`src/rtl/event_timestamp_defs.vh`:
```
// Register offsets, reset values and timing constants of the event timestamper.
// Assumes inclusion by bare name from the design file; definitions only.
`ifndef EVENT_TIMESTAMP_DEFS_VH
`define EVENT_TIMESTAMP_DEFS_VH

// -----------------------------------------------------------------------------
// Register offsets (byte addresses relative to the decode base)
// -----------------------------------------------------------------------------
`define OFS_CONTROL      16'h0000
`define OFS_STATUS       16'h0004
`define OFS_WIRE_DELAY   16'h0008
`define OFS_EDGE_COUNT   16'h000C
`define OFS_TIME_NS      16'h0044
`define OFS_TIME_S       16'h0048
`define OFS_DATA_WIDTH   16'h004C
`define OFS_DATA_FIRST   16'h0050

// -----------------------------------------------------------------------------
// Field positions and reset values
// -----------------------------------------------------------------------------
`define CTRL_ENABLE_BIT  0
`define CTRL_POLAR_BIT   1
`define STAT_NEW_BIT     0
`define CONTROL_RESET    2'h0
`define WIRE_DELAY_RESET 16'h0000

// -----------------------------------------------------------------------------
// Response codes and timing
// -----------------------------------------------------------------------------
`define RESP_OKAY        2'h0
`define RESP_DECERR      2'h3
`define CLK_PERIOD_NS    40
`define DETECT_CYCLES    4
`define NS_PER_SECOND    32'h3B9ACA00
`define DECODE_SPAN      32'h0000FFFF

`endif

```
`src/rtl/event_timestamp_data_snapshot.v`:
```
// Event timestamper with data snapshot and an AXI4-Lite register slave.
// Assumes the reference time and the snapshot data are synchronous to mclk;
// the event input comes from a pin and is synchronised here.
//
// Contract
// - latch data word at the timestamp event
// - data width parameter sets data register count
// - least significant word at lowest address
// - unused top bits of last word read zero
// - data registers are read-only, writes ignored
// - structure fixed by parameters at synthesis
// - parameter picks static inputs or AXI configuration
// - buffer enable and depth are parameters; the code ignores both and holds one capture until cleared
// - parameter enables configurable cable delay correction
// - fixed input path delay in nanoseconds corrects time
// - polarity parameter: true high active, false low
// - parameter enables capture on both edges
// - fine clock ratio parameter sets resolution; the code only divides the latency step by it, capture stays on mclk
// - carry step fs and pin delay ps parameters
// - chain placement column and row parameters
// - decode between base and top, top base+FFFF
// - simulation parameter selects testbench behaviour
// - time has seconds, nanoseconds and 2-bit fraction
// - sign bit, one means negative time
// - time jump flag carried with time
// - sample reference time and correct for delays
// - read-only register reports snapshot width
`timescale 1ns/1ps
`include "event_timestamp_defs.vh"

module event_timestamp_data_snapshot #(
  parameter         config_source_param        = 0,
  parameter         buffered_param             = 0,
  parameter integer buffer_depth_param         = 1,
  parameter integer snapshot_width_param       = 48,
  parameter         wire_latency_enable_param  = 1,
  parameter integer input_latency_ns_param     = 0,
  parameter         edge_polarity_param        = 1,
  parameter         both_edges_param           = 0,
  parameter         fine_clock_enable_param    = 0,
  parameter integer fine_clock_ratio_param     = 1,
  parameter         delay_line_enable_param    = 0,
  parameter integer carry_step_fs_param        = 0,
  parameter integer pin_to_chain_ps_param      = 0,
  parameter         chain_placement_lock_param = 0,
  parameter integer chain_column_param         = 0,
  parameter integer chain_row_param            = 0,
  parameter [31:0]  decode_base_param          = 32'h00000000,
  parameter [31:0]  decode_top_param           = 32'h0000FFFF,
  parameter         sim_param                  = 0
) (
  input  wire                            mclk,
  input  wire                            reset,
  input  wire                            event_pin,
  input  wire [snapshot_width_param-1:0] snapshot_data,
  input  wire [31:0]                     ref_second,
  input  wire [31:0]                     ref_nanosecond,
  input  wire [1:0]                      ref_fraction,
  input  wire                            ref_sign,
  input  wire                            ref_time_jump,
  input  wire                            static_enable,
  input  wire                            static_polarity,
  input  wire [15:0]                     static_wire_delay,
  input  wire [31:0]                     s_axi_awaddr,
  input  wire                            s_axi_awvalid,
  output wire                            s_axi_awready,
  input  wire [31:0]                     s_axi_wdata,
  input  wire [3:0]                      s_axi_wstrb,
  input  wire                            s_axi_wvalid,
  output wire                            s_axi_wready,
  output reg  [1:0]                      s_axi_bresp,
  output reg                             s_axi_bvalid,
  input  wire                            s_axi_bready,
  input  wire [31:0]                     s_axi_araddr,
  input  wire                            s_axi_arvalid,
  output wire                            s_axi_arready,
  output reg  [31:0]                     s_axi_rdata,
  output reg  [1:0]                      s_axi_rresp,
  output reg                             s_axi_rvalid,
  input  wire                            s_axi_rready,
  output wire [1:0]                      ts_fraction,
  output wire                            ts_sign,
  output wire                            ts_time_jump,
  output wire                            ts_new
);

  // ---------------------------------------------------------------------------
  // Derived constants
  // ---------------------------------------------------------------------------
  localparam integer WORDS   = (snapshot_width_param + 31) / 32;
  localparam integer PAD     = WORDS * 32 - snapshot_width_param;
  // Detection resolution: fine clock shortens the latency term; the carry chain adds its pin delay.
  localparam integer STEP_NS = fine_clock_enable_param ?
                               (`CLK_PERIOD_NS / fine_clock_ratio_param) :
                               `CLK_PERIOD_NS;
  localparam integer CHAIN_NS = (delay_line_enable_param && !sim_param) ?
                                (pin_to_chain_ps_param / 1000) : 0;
  localparam integer FIXED_NS = input_latency_ns_param + CHAIN_NS +
                                `DETECT_CYCLES * STEP_NS;
  localparam [31:0] FIXED_DELAY = FIXED_NS[31:0];
  // The polarity bit leaves reset at the default polarity, so a core that is
  // only enabled by software already watches the intended edge.
  localparam [1:0]  CTRL_RESET_VAL = `CONTROL_RESET |
                                     {(edge_polarity_param != 0), 1'b0};

  // ---------------------------------------------------------------------------
  // Address decode helpers
  // ---------------------------------------------------------------------------
  // Window check, also used for reads and writes alike.
  function in_window;
    input [31:0] addr;
    begin
      in_window = (addr >= decode_base_param) && (addr <= decode_top_param);
    end
  endfunction

  // Offset of an access within the window.
  function [15:0] offset_of;
    input [31:0] addr;
    reg   [31:0] diff;
    begin
      diff      = addr - decode_base_param;
      offset_of = {diff[15:2], 2'b00};
    end
  endfunction

  // ---------------------------------------------------------------------------
  // Configuration, status and capture registers
  // ---------------------------------------------------------------------------
  reg  [1:0]  control_ff;
  reg  [15:0] wire_delay_ff;
  reg         new_ff;
  reg  [31:0] edge_count_ff;
  reg  [31:0] ts_ns_ff;
  reg  [31:0] ts_s_ff;
  reg  [1:0]  ts_frac_ff;
  reg         ts_sign_ff;
  reg         ts_jump_ff;
  reg  [snapshot_width_param-1:0] snap_ff;

  // Static inputs replace the register values when the static source is chosen.
  wire        cfg_enable   = config_source_param ? static_enable :
                             control_ff[`CTRL_ENABLE_BIT];
  wire        cfg_polarity = config_source_param ? static_polarity :
                             control_ff[`CTRL_POLAR_BIT];
  wire [15:0] cfg_delay    = !wire_latency_enable_param ? 16'h0000 :
                             config_source_param ? static_wire_delay :
                             wire_delay_ff;

  // ---------------------------------------------------------------------------
  // Event synchroniser and edge detection
  // ---------------------------------------------------------------------------
  reg sync1_ff;
  reg sync2_ff;
  reg sync3_ff;
  reg level_ff;

  // Three stages; the level only moves when the last two agree.
  always @(posedge mclk or posedge reset) begin
    if (reset) begin
      sync1_ff <= 1'b0;
      sync2_ff <= 1'b0;
      sync3_ff <= 1'b0;
      level_ff <= 1'b0;
    end else begin
      sync1_ff <= event_pin;
      sync2_ff <= sync1_ff;
      sync3_ff <= sync2_ff;
      if (sync2_ff == sync3_ff) begin
        level_ff <= sync3_ff;
      end
    end
  end

  wire stable_ok  = (sync2_ff == sync3_ff);
  wire changed    = stable_ok && (sync3_ff != level_ff);
  wire active_now = sync3_ff ~^ cfg_polarity;
  wire edge_seen  = changed && (both_edges_param || active_now);
  // Only one timestamp is held; later events before a clear are counted but not captured.
  wire accept     = edge_seen && cfg_enable && !new_ff;

  // ---------------------------------------------------------------------------
  // Time correction
  // ---------------------------------------------------------------------------
  reg [31:0] nxt_ns;
  reg [31:0] nxt_s;
  reg [31:0] total_delay;

  // Subtract the fixed and cable delays, borrowing a second when needed.
  always @* begin
    total_delay = FIXED_DELAY + {16'h0000, cfg_delay};
    if (ref_nanosecond >= total_delay) begin
      nxt_ns = ref_nanosecond - total_delay;
      nxt_s  = ref_second;
    end else begin
      nxt_ns = ref_nanosecond + `NS_PER_SECOND - total_delay;
      nxt_s  = ref_second - 32'h00000001;
    end
  end

  // ---------------------------------------------------------------------------
  // AXI4-Lite handshake
  // ---------------------------------------------------------------------------
  wire        wr_go   = s_axi_awvalid && s_axi_wvalid && !s_axi_bvalid;
  wire        rd_go   = s_axi_arvalid && !s_axi_rvalid;
  wire [15:0] wr_ofs  = offset_of(s_axi_awaddr);
  wire [15:0] rd_ofs  = offset_of(s_axi_araddr);
  wire        wr_hit  = in_window(s_axi_awaddr);
  wire        rd_hit  = in_window(s_axi_araddr);
  wire        wr_ok   = wr_go && wr_hit;
  wire        clr_new = wr_ok && (wr_ofs == `OFS_STATUS) && s_axi_wstrb[0] &&
                        s_axi_wdata[`STAT_NEW_BIT];

  assign s_axi_awready = wr_go;
  assign s_axi_wready  = wr_go;
  assign s_axi_arready = rd_go;

  // ---------------------------------------------------------------------------
  // Register writes, capture and status
  // ---------------------------------------------------------------------------
  always @(posedge mclk or posedge reset) begin
    if (reset) begin
      control_ff    <= CTRL_RESET_VAL;
      wire_delay_ff <= `WIRE_DELAY_RESET;
      new_ff        <= 1'b0;
      edge_count_ff <= 32'h00000000;
      ts_ns_ff      <= 32'h00000000;
      ts_s_ff       <= 32'h00000000;
      ts_frac_ff    <= 2'h0;
      ts_sign_ff    <= 1'b0;
      ts_jump_ff    <= 1'b0;
      snap_ff       <= {snapshot_width_param{1'b0}};
      s_axi_bvalid  <= 1'b0;
      s_axi_bresp   <= `RESP_OKAY;
    end else begin
      if (wr_ok && (wr_ofs == `OFS_CONTROL) && s_axi_wstrb[0]) begin
        control_ff <= s_axi_wdata[1:0];
      end
      if (wr_ok && (wr_ofs == `OFS_WIRE_DELAY)) begin
        if (s_axi_wstrb[0]) begin
          wire_delay_ff[7:0] <= s_axi_wdata[7:0];
        end
        if (s_axi_wstrb[1]) begin
          wire_delay_ff[15:8] <= s_axi_wdata[15:8];
        end
      end
      if (edge_seen && cfg_enable) begin
        edge_count_ff <= edge_count_ff + 32'h00000001;
      end
      // A new capture wins over a clear in the same cycle.
      if (accept) begin
        new_ff     <= 1'b1;
        ts_ns_ff   <= nxt_ns;
        ts_s_ff    <= nxt_s;
        ts_frac_ff <= ref_fraction;
        ts_sign_ff <= ref_sign;
        ts_jump_ff <= ref_time_jump;
        snap_ff    <= snapshot_data;
      end else if (clr_new) begin
        new_ff <= 1'b0;
      end
      if (wr_go) begin
        s_axi_bvalid <= 1'b1;
        s_axi_bresp  <= wr_hit ? `RESP_OKAY : `RESP_DECERR;
      end else if (s_axi_bready) begin
        s_axi_bvalid <= 1'b0;
      end
    end
  end

  assign ts_fraction  = ts_frac_ff;
  assign ts_sign      = ts_sign_ff;
  assign ts_time_jump = ts_jump_ff;
  assign ts_new       = new_ff;

  // ---------------------------------------------------------------------------
  // Snapshot word layout
  // ---------------------------------------------------------------------------
  wire [WORDS*32-1:0] snap_words;

  generate
    if (PAD > 0) begin : g_pad
      assign snap_words = {{PAD{1'b0}}, snap_ff};
    end else begin : g_nopad
      assign snap_words = snap_ff;
    end
  endgenerate

  // ---------------------------------------------------------------------------
  // Read mux
  // ---------------------------------------------------------------------------
  reg  [31:0] rd_value;
  reg  [15:0] data_index;
  integer     k;

  // Data words sit at successive addresses, lowest word first.
  always @* begin
    rd_value   = 32'h00000000;
    data_index = (rd_ofs - `OFS_DATA_FIRST) >> 2;
    case (rd_ofs)
      `OFS_CONTROL:    rd_value = {30'h00000000, control_ff};
      `OFS_STATUS:     rd_value = {31'h00000000, new_ff};
      `OFS_WIRE_DELAY: rd_value = {16'h0000, wire_delay_ff};
      `OFS_EDGE_COUNT: rd_value = edge_count_ff;
      `OFS_TIME_NS:    rd_value = ts_ns_ff;
      `OFS_TIME_S:     rd_value = ts_s_ff;
      `OFS_DATA_WIDTH: rd_value = snapshot_width_param;
      default: begin
        for (k = 0; k < WORDS; k = k + 1) begin
          if ((rd_ofs >= `OFS_DATA_FIRST) && (data_index == k[15:0])) begin
            rd_value = snap_words[k*32 +: 32];
          end
        end
      end
    endcase
  end

  // Read answer is registered and held until taken.
  always @(posedge mclk or posedge reset) begin
    if (reset) begin
      s_axi_rvalid <= 1'b0;
      s_axi_rdata  <= 32'h00000000;
      s_axi_rresp  <= `RESP_OKAY;
    end else if (rd_go) begin
      s_axi_rvalid <= 1'b1;
      s_axi_rdata  <= rd_hit ? rd_value : 32'h00000000;
      s_axi_rresp  <= rd_hit ? `RESP_OKAY : `RESP_DECERR;
    end else if (s_axi_rready) begin
      s_axi_rvalid <= 1'b0;
    end
  end

endmodule // event_timestamp_data_snapshot

```
`config.mk`:
```
export PLATFORM = sky130hd
export DESIGN_NAME = event_timestamp_data_snapshot
export DESIGN_NICKNAME = d
export VERILOG_FILES = /design/src/rtl/event_timestamp_data_snapshot.v
export VERILOG_INCLUDE_DIRS = /design/src /design/src/rtl
export SDC_FILE = /design/constraint.sdc
export NUM_CORES = 1
export LEC_CHECK = 0
export ABC_AREA = 1
export BUFFER_PORTS_ARGS = -buffer_cell sky130_fd_sc_hd__buf_2
export CAP_MARGIN = 20
export CORE_UTILIZATION = 25
export CTS_CLUSTER_DIAMETER = 120
export DETAILED_ROUTE_END_ITERATION = 7
export GPL_TIMING_DRIVEN = 0
export PLACE_DENSITY = 0.43
export RECOVER_POWER = 50
export SETUP_SLACK_MARGIN = 0.02
export SLEW_MARGIN = 15
export SYNTH_ARGS = -nofsm -noshare
export SYNTH_HDL_FRONTEND = slang
export SYNTH_SLANG_ARGS = --single-unit
export TNS_END_PERCENT = 100
```
`constraint.sdc`:
```
create_clock -name mclk -period 6.9 [get_ports mclk]
set_input_delay 0.345 -clock mclk [delete_from_list [all_inputs] [get_ports mclk]]
set_output_delay 0.345 -clock mclk [all_outputs]
set_load 0.05 [all_outputs]
```
==> qor.yml <==
routing:
  top_layer_used: "met5"
  m1WireLength_um: 27900
  viasPerCell: 4.71
  ant_nets: 0
  drc_errors: 0
  first_pass_iters: 5
  routed-wl-met2_um: 28900
  avgRoutedWirePerCell_um: 19.1
  drt_iter0_markers: 923
  dr_wl_met3_um: 2450
  vias: 14900
  wirelength_um: 60700
worst_setup_path:
  crit_required_ns: 7.41
  cp_slowest_cell: "dfrtp_1"
  cpPeakStageDelay_ns: 0.56
  crit_path_frequent_cell: "nand2_1"
  crit_fanout: 6
  end_kind: "flop"
  path_class: "reg -> reg"
  cp-start-kind: "flop"
  cp.arrival_ns: 5.18
  cp_cell_sequence: "ha_1, nor2_1, nor2_1, nand2_1, nor2_1, inv_1, nor2_1, nand2_1, xor2_1, inv_1, ha_1, inv_1, ha_1, a21oi_1, o21ai_0, a21oi_1, nand3_1, nand2_1, nand2_1, xor2_1, nand2_1, o21ai_0, nand2_1, nand2_1"
die:
  io_pins: 288
  chipHeight_um: 244
  die_w_um: 244
  num_rows: 88
  dieArea_sq_um: 59700
  initial_core_util: 0.254
  core_sq_um: 57900
status:
  violations: "capacitance limit, slew limit"
  outcome: "complete, but fails checks"
placement:
  dp_hpwl_um: 49700
  gp_congestion: 0.924
  port_buffers: 246
  dp_cells: 3053
grt:
  grt_pass1_wl_um: 91300
  antenna_found_initial: 4
  overflow: 0
  grt_usage: 0.201
  grt_max_degree: 93
  first_global_vias: 15100
finish:
  final_common_cell: "nand2_1"
  fin_nets: 2696
  final_cell_mix: "nand2_1, inv_1, buf_2"
  drive_gt1_frac: 0.146
  area_delta_synth_final_pct: 26.1
  finalNonFillerCells: 3171
  regArea_sq_um: 5180
  fillers: 6443
  multi_input_area_sq_um: 8120
sta:
  final_max_slew_viol_count: 33
  fin_crit_sh: 0.677
  worst_pin_slew_ns: 1.75
  totalNegativeSetupSlack_ns: 0
  finalSetupViolCount: 0
  finalClockSkew_ns: 0.0148
  rsz0062_at_grt: "no"
  fin_crit_ns: 4.67
  clock.fmax_mhz: 214
  finalHoldViolCount: 0
  slew-limit-headroom: -0.170
clock_network:
  clock_latency_ns: 0.58
  cts-resized-gates: 0
  cts_setup_buffers: 0
  clock_path_buffers: 3
  cts.sink_count: 207
  htree_levels: 1
  cts_tree: "done"
  cts_made_buffers: 28
  cts_root_buf: "clkbuf_16"
  path_clk_slew_ns: 0.06
power_and_ir_drop:
  leakage_nw: 8.80
  power_density_nw_per_um2: 172
  irDropWorstVdd_v: 0.000159
logic_synthesis:
  synth_seq_area_share: 0.353
  synth_warnings: 0
  synth_edf_count: 0
  synth_area_per_cell_sq_um: 7.20
  synth_cells: 2040
  ys_ff_latch: 207
  synth.net_count: 2353
  synthDistinctLibCells: 50
  synth_area_sq_um: 14700
  async_flop_share: 1.00
  ys.flop_type: "dfrtp_1"
min_path:
  min_path_type: "in -> reg"
run:
  cap_violations: 1
-- flip-flops by register name (all words and copies together), names as in the netlist, 2 cells and up --
| signal | flops |
|---|---|
| snap_ff | 48 |
| edge_count_ff | 32 |
| s_axi_rdata | 32 |
| ts_ns_ff | 32 |
| ts_s_ff | 32 |
| cfg_delay | 16 |
| control_ff | 2 |
| ts_fraction | 2 |
-- Yosys cell counts, types with 13 or more instances --
| master | number | area, sq um |
|---|---|---|
| fa_1 | 13 | 260 |
| nand3_1 | 95 | 475 |
| nand4_1 | 35 | 219 |
| buf_2 | 15 | 75.1 |
| dfrtp_1 | 206 | 5150 |
| a21oi_1 | 90 | 450 |
| nor4_1 | 27 | 169 |
| a31oi_1 | 29 | 181 |
| inv_1 | 273 | 1020 |
| clkbuf_1 | 37 | 139 |
| nor3_1 | 31 | 155 |
| o211ai_1 | 20 | 150 |
| mux2_2 | 14 | 158 |
| o21ai_0 | 155 | 776 |
| xnor2_1 | 27 | 236 |
| nand2_1 | 524 | 1970 |
| ha_1 | 58 | 726 |
| xor2_1 | 73 | 639 |
| o22ai_1 | 25 | 156 |
| nor2_1 | 197 | 739 |
-- metrics by stage --
step / utilization / hold WS [ns] / total power, mW / cell area [sq um] / setup WS, ns
5_1_grt: 0.320 / 0.0178 / 3.33 / 18500 / 1.93
3_5_place_dp: 0.292 / 0.339 / 1.70 / 16900 / 2.30
2_1_floorplan: - / 0.331 / 1.50 / 14700 / 0.904
6_report: 0.320 / 0.0205 / 3.19 / 18500 / 2.23
4_1_cts: 0.320 / 0.00321 / 3.23 / 18500 / 2.28
3_3_place_gp: 0.291 / 0.339 / 1.69 / 16900 / -2.09
-- critical path, delay by kind of cell (launching register included) --
kind,cells,cell delay (ns)
compound gates,4,0.96
fa+ha+maj,3,0.87
flops,1,0.56
buf+inv,3,0.23
simple gates,12,1.58
xor+xnor,2,0.40
-- cell families (layout without fill, tap and decap cells) --
logic type / Yosys count / count (layout) / synth area share
other: 0 / 2 / 0
xor gates and xnor gates: 100 / 100 / 0.0596
DFF: 207 / 207 / 0.353
adders and majority gates: 71 / 71 / 0.0671
buffers and inverters: 346 / 710 / 0.0946
and+or+nand+nor: 939 / 939 / 0.272
muxes: 14 / 14 / 0.0107
AOI/OAI and AO/OA: 363 / 363 / 0.143
-- final timing paths --
check / start / endpoint / slack [ns] / cells after the start
max in group asynchronous: reset / ts_ns_ff[24] / 5.03 / 4
min in group asynchronous: reset / s_axi_rdata[5] / 0.75 / 3
worst max-delay path: cfg_delay[5] / ts_ns_ff[23] / 2.23 / 24
worst min register to register: sync1_ff / sync2_ff / 0.35 / 0
worst min-delay path: snapshot_data[9] / snap_ff[9] / 0.02 / 3
worst max register to register: cfg_delay[5] / ts_ns_ff[23] / 2.23 / 24
-- cell type report --
| class | instances | area share |
|---|---|---|
| plain buffers | 67 | 0.0184 |
| diodes | 2 | 0.000270 |
| repair buffers | 313 | 0.104 |
| well taps | 765 | 0.0517 |
| flip-flops and latches | 207 | 0.280 |
| inverters | 279 | 0.0566 |
| clock buffers | 41 | 0.0437 |
| clock inverters | 10 | 0.00737 |
| multi-input cells | 1487 | 0.439 |
-- where the power goes --
| part | internal [mW] | switching, mW |
|---|---|---|
| combinational | 0.170 | 0.313 |
| sequential | 1.22 | 0.00276 |
| clock | 0.890 | 0.594 |
| total | 2.28 | 0.910 |
-- routing by layer --
metal | vias to the layer above | GRT usage
met1 | 7131 | 0.267
met2 | 376 | 0.345
met3 | 76 | 0.0213
li1 | 7350 | -
met4 | 4 | 0.0524
met5 | - | 0
-- timing repair --
item / 4_1_cts / 5_1_grt
hold buffers: 65 / 0
setup endpoints to repair: 0 / 0
hold endpoints to repair: 96 / 0
Note: power is estimated with default switching activity, not from simulation.
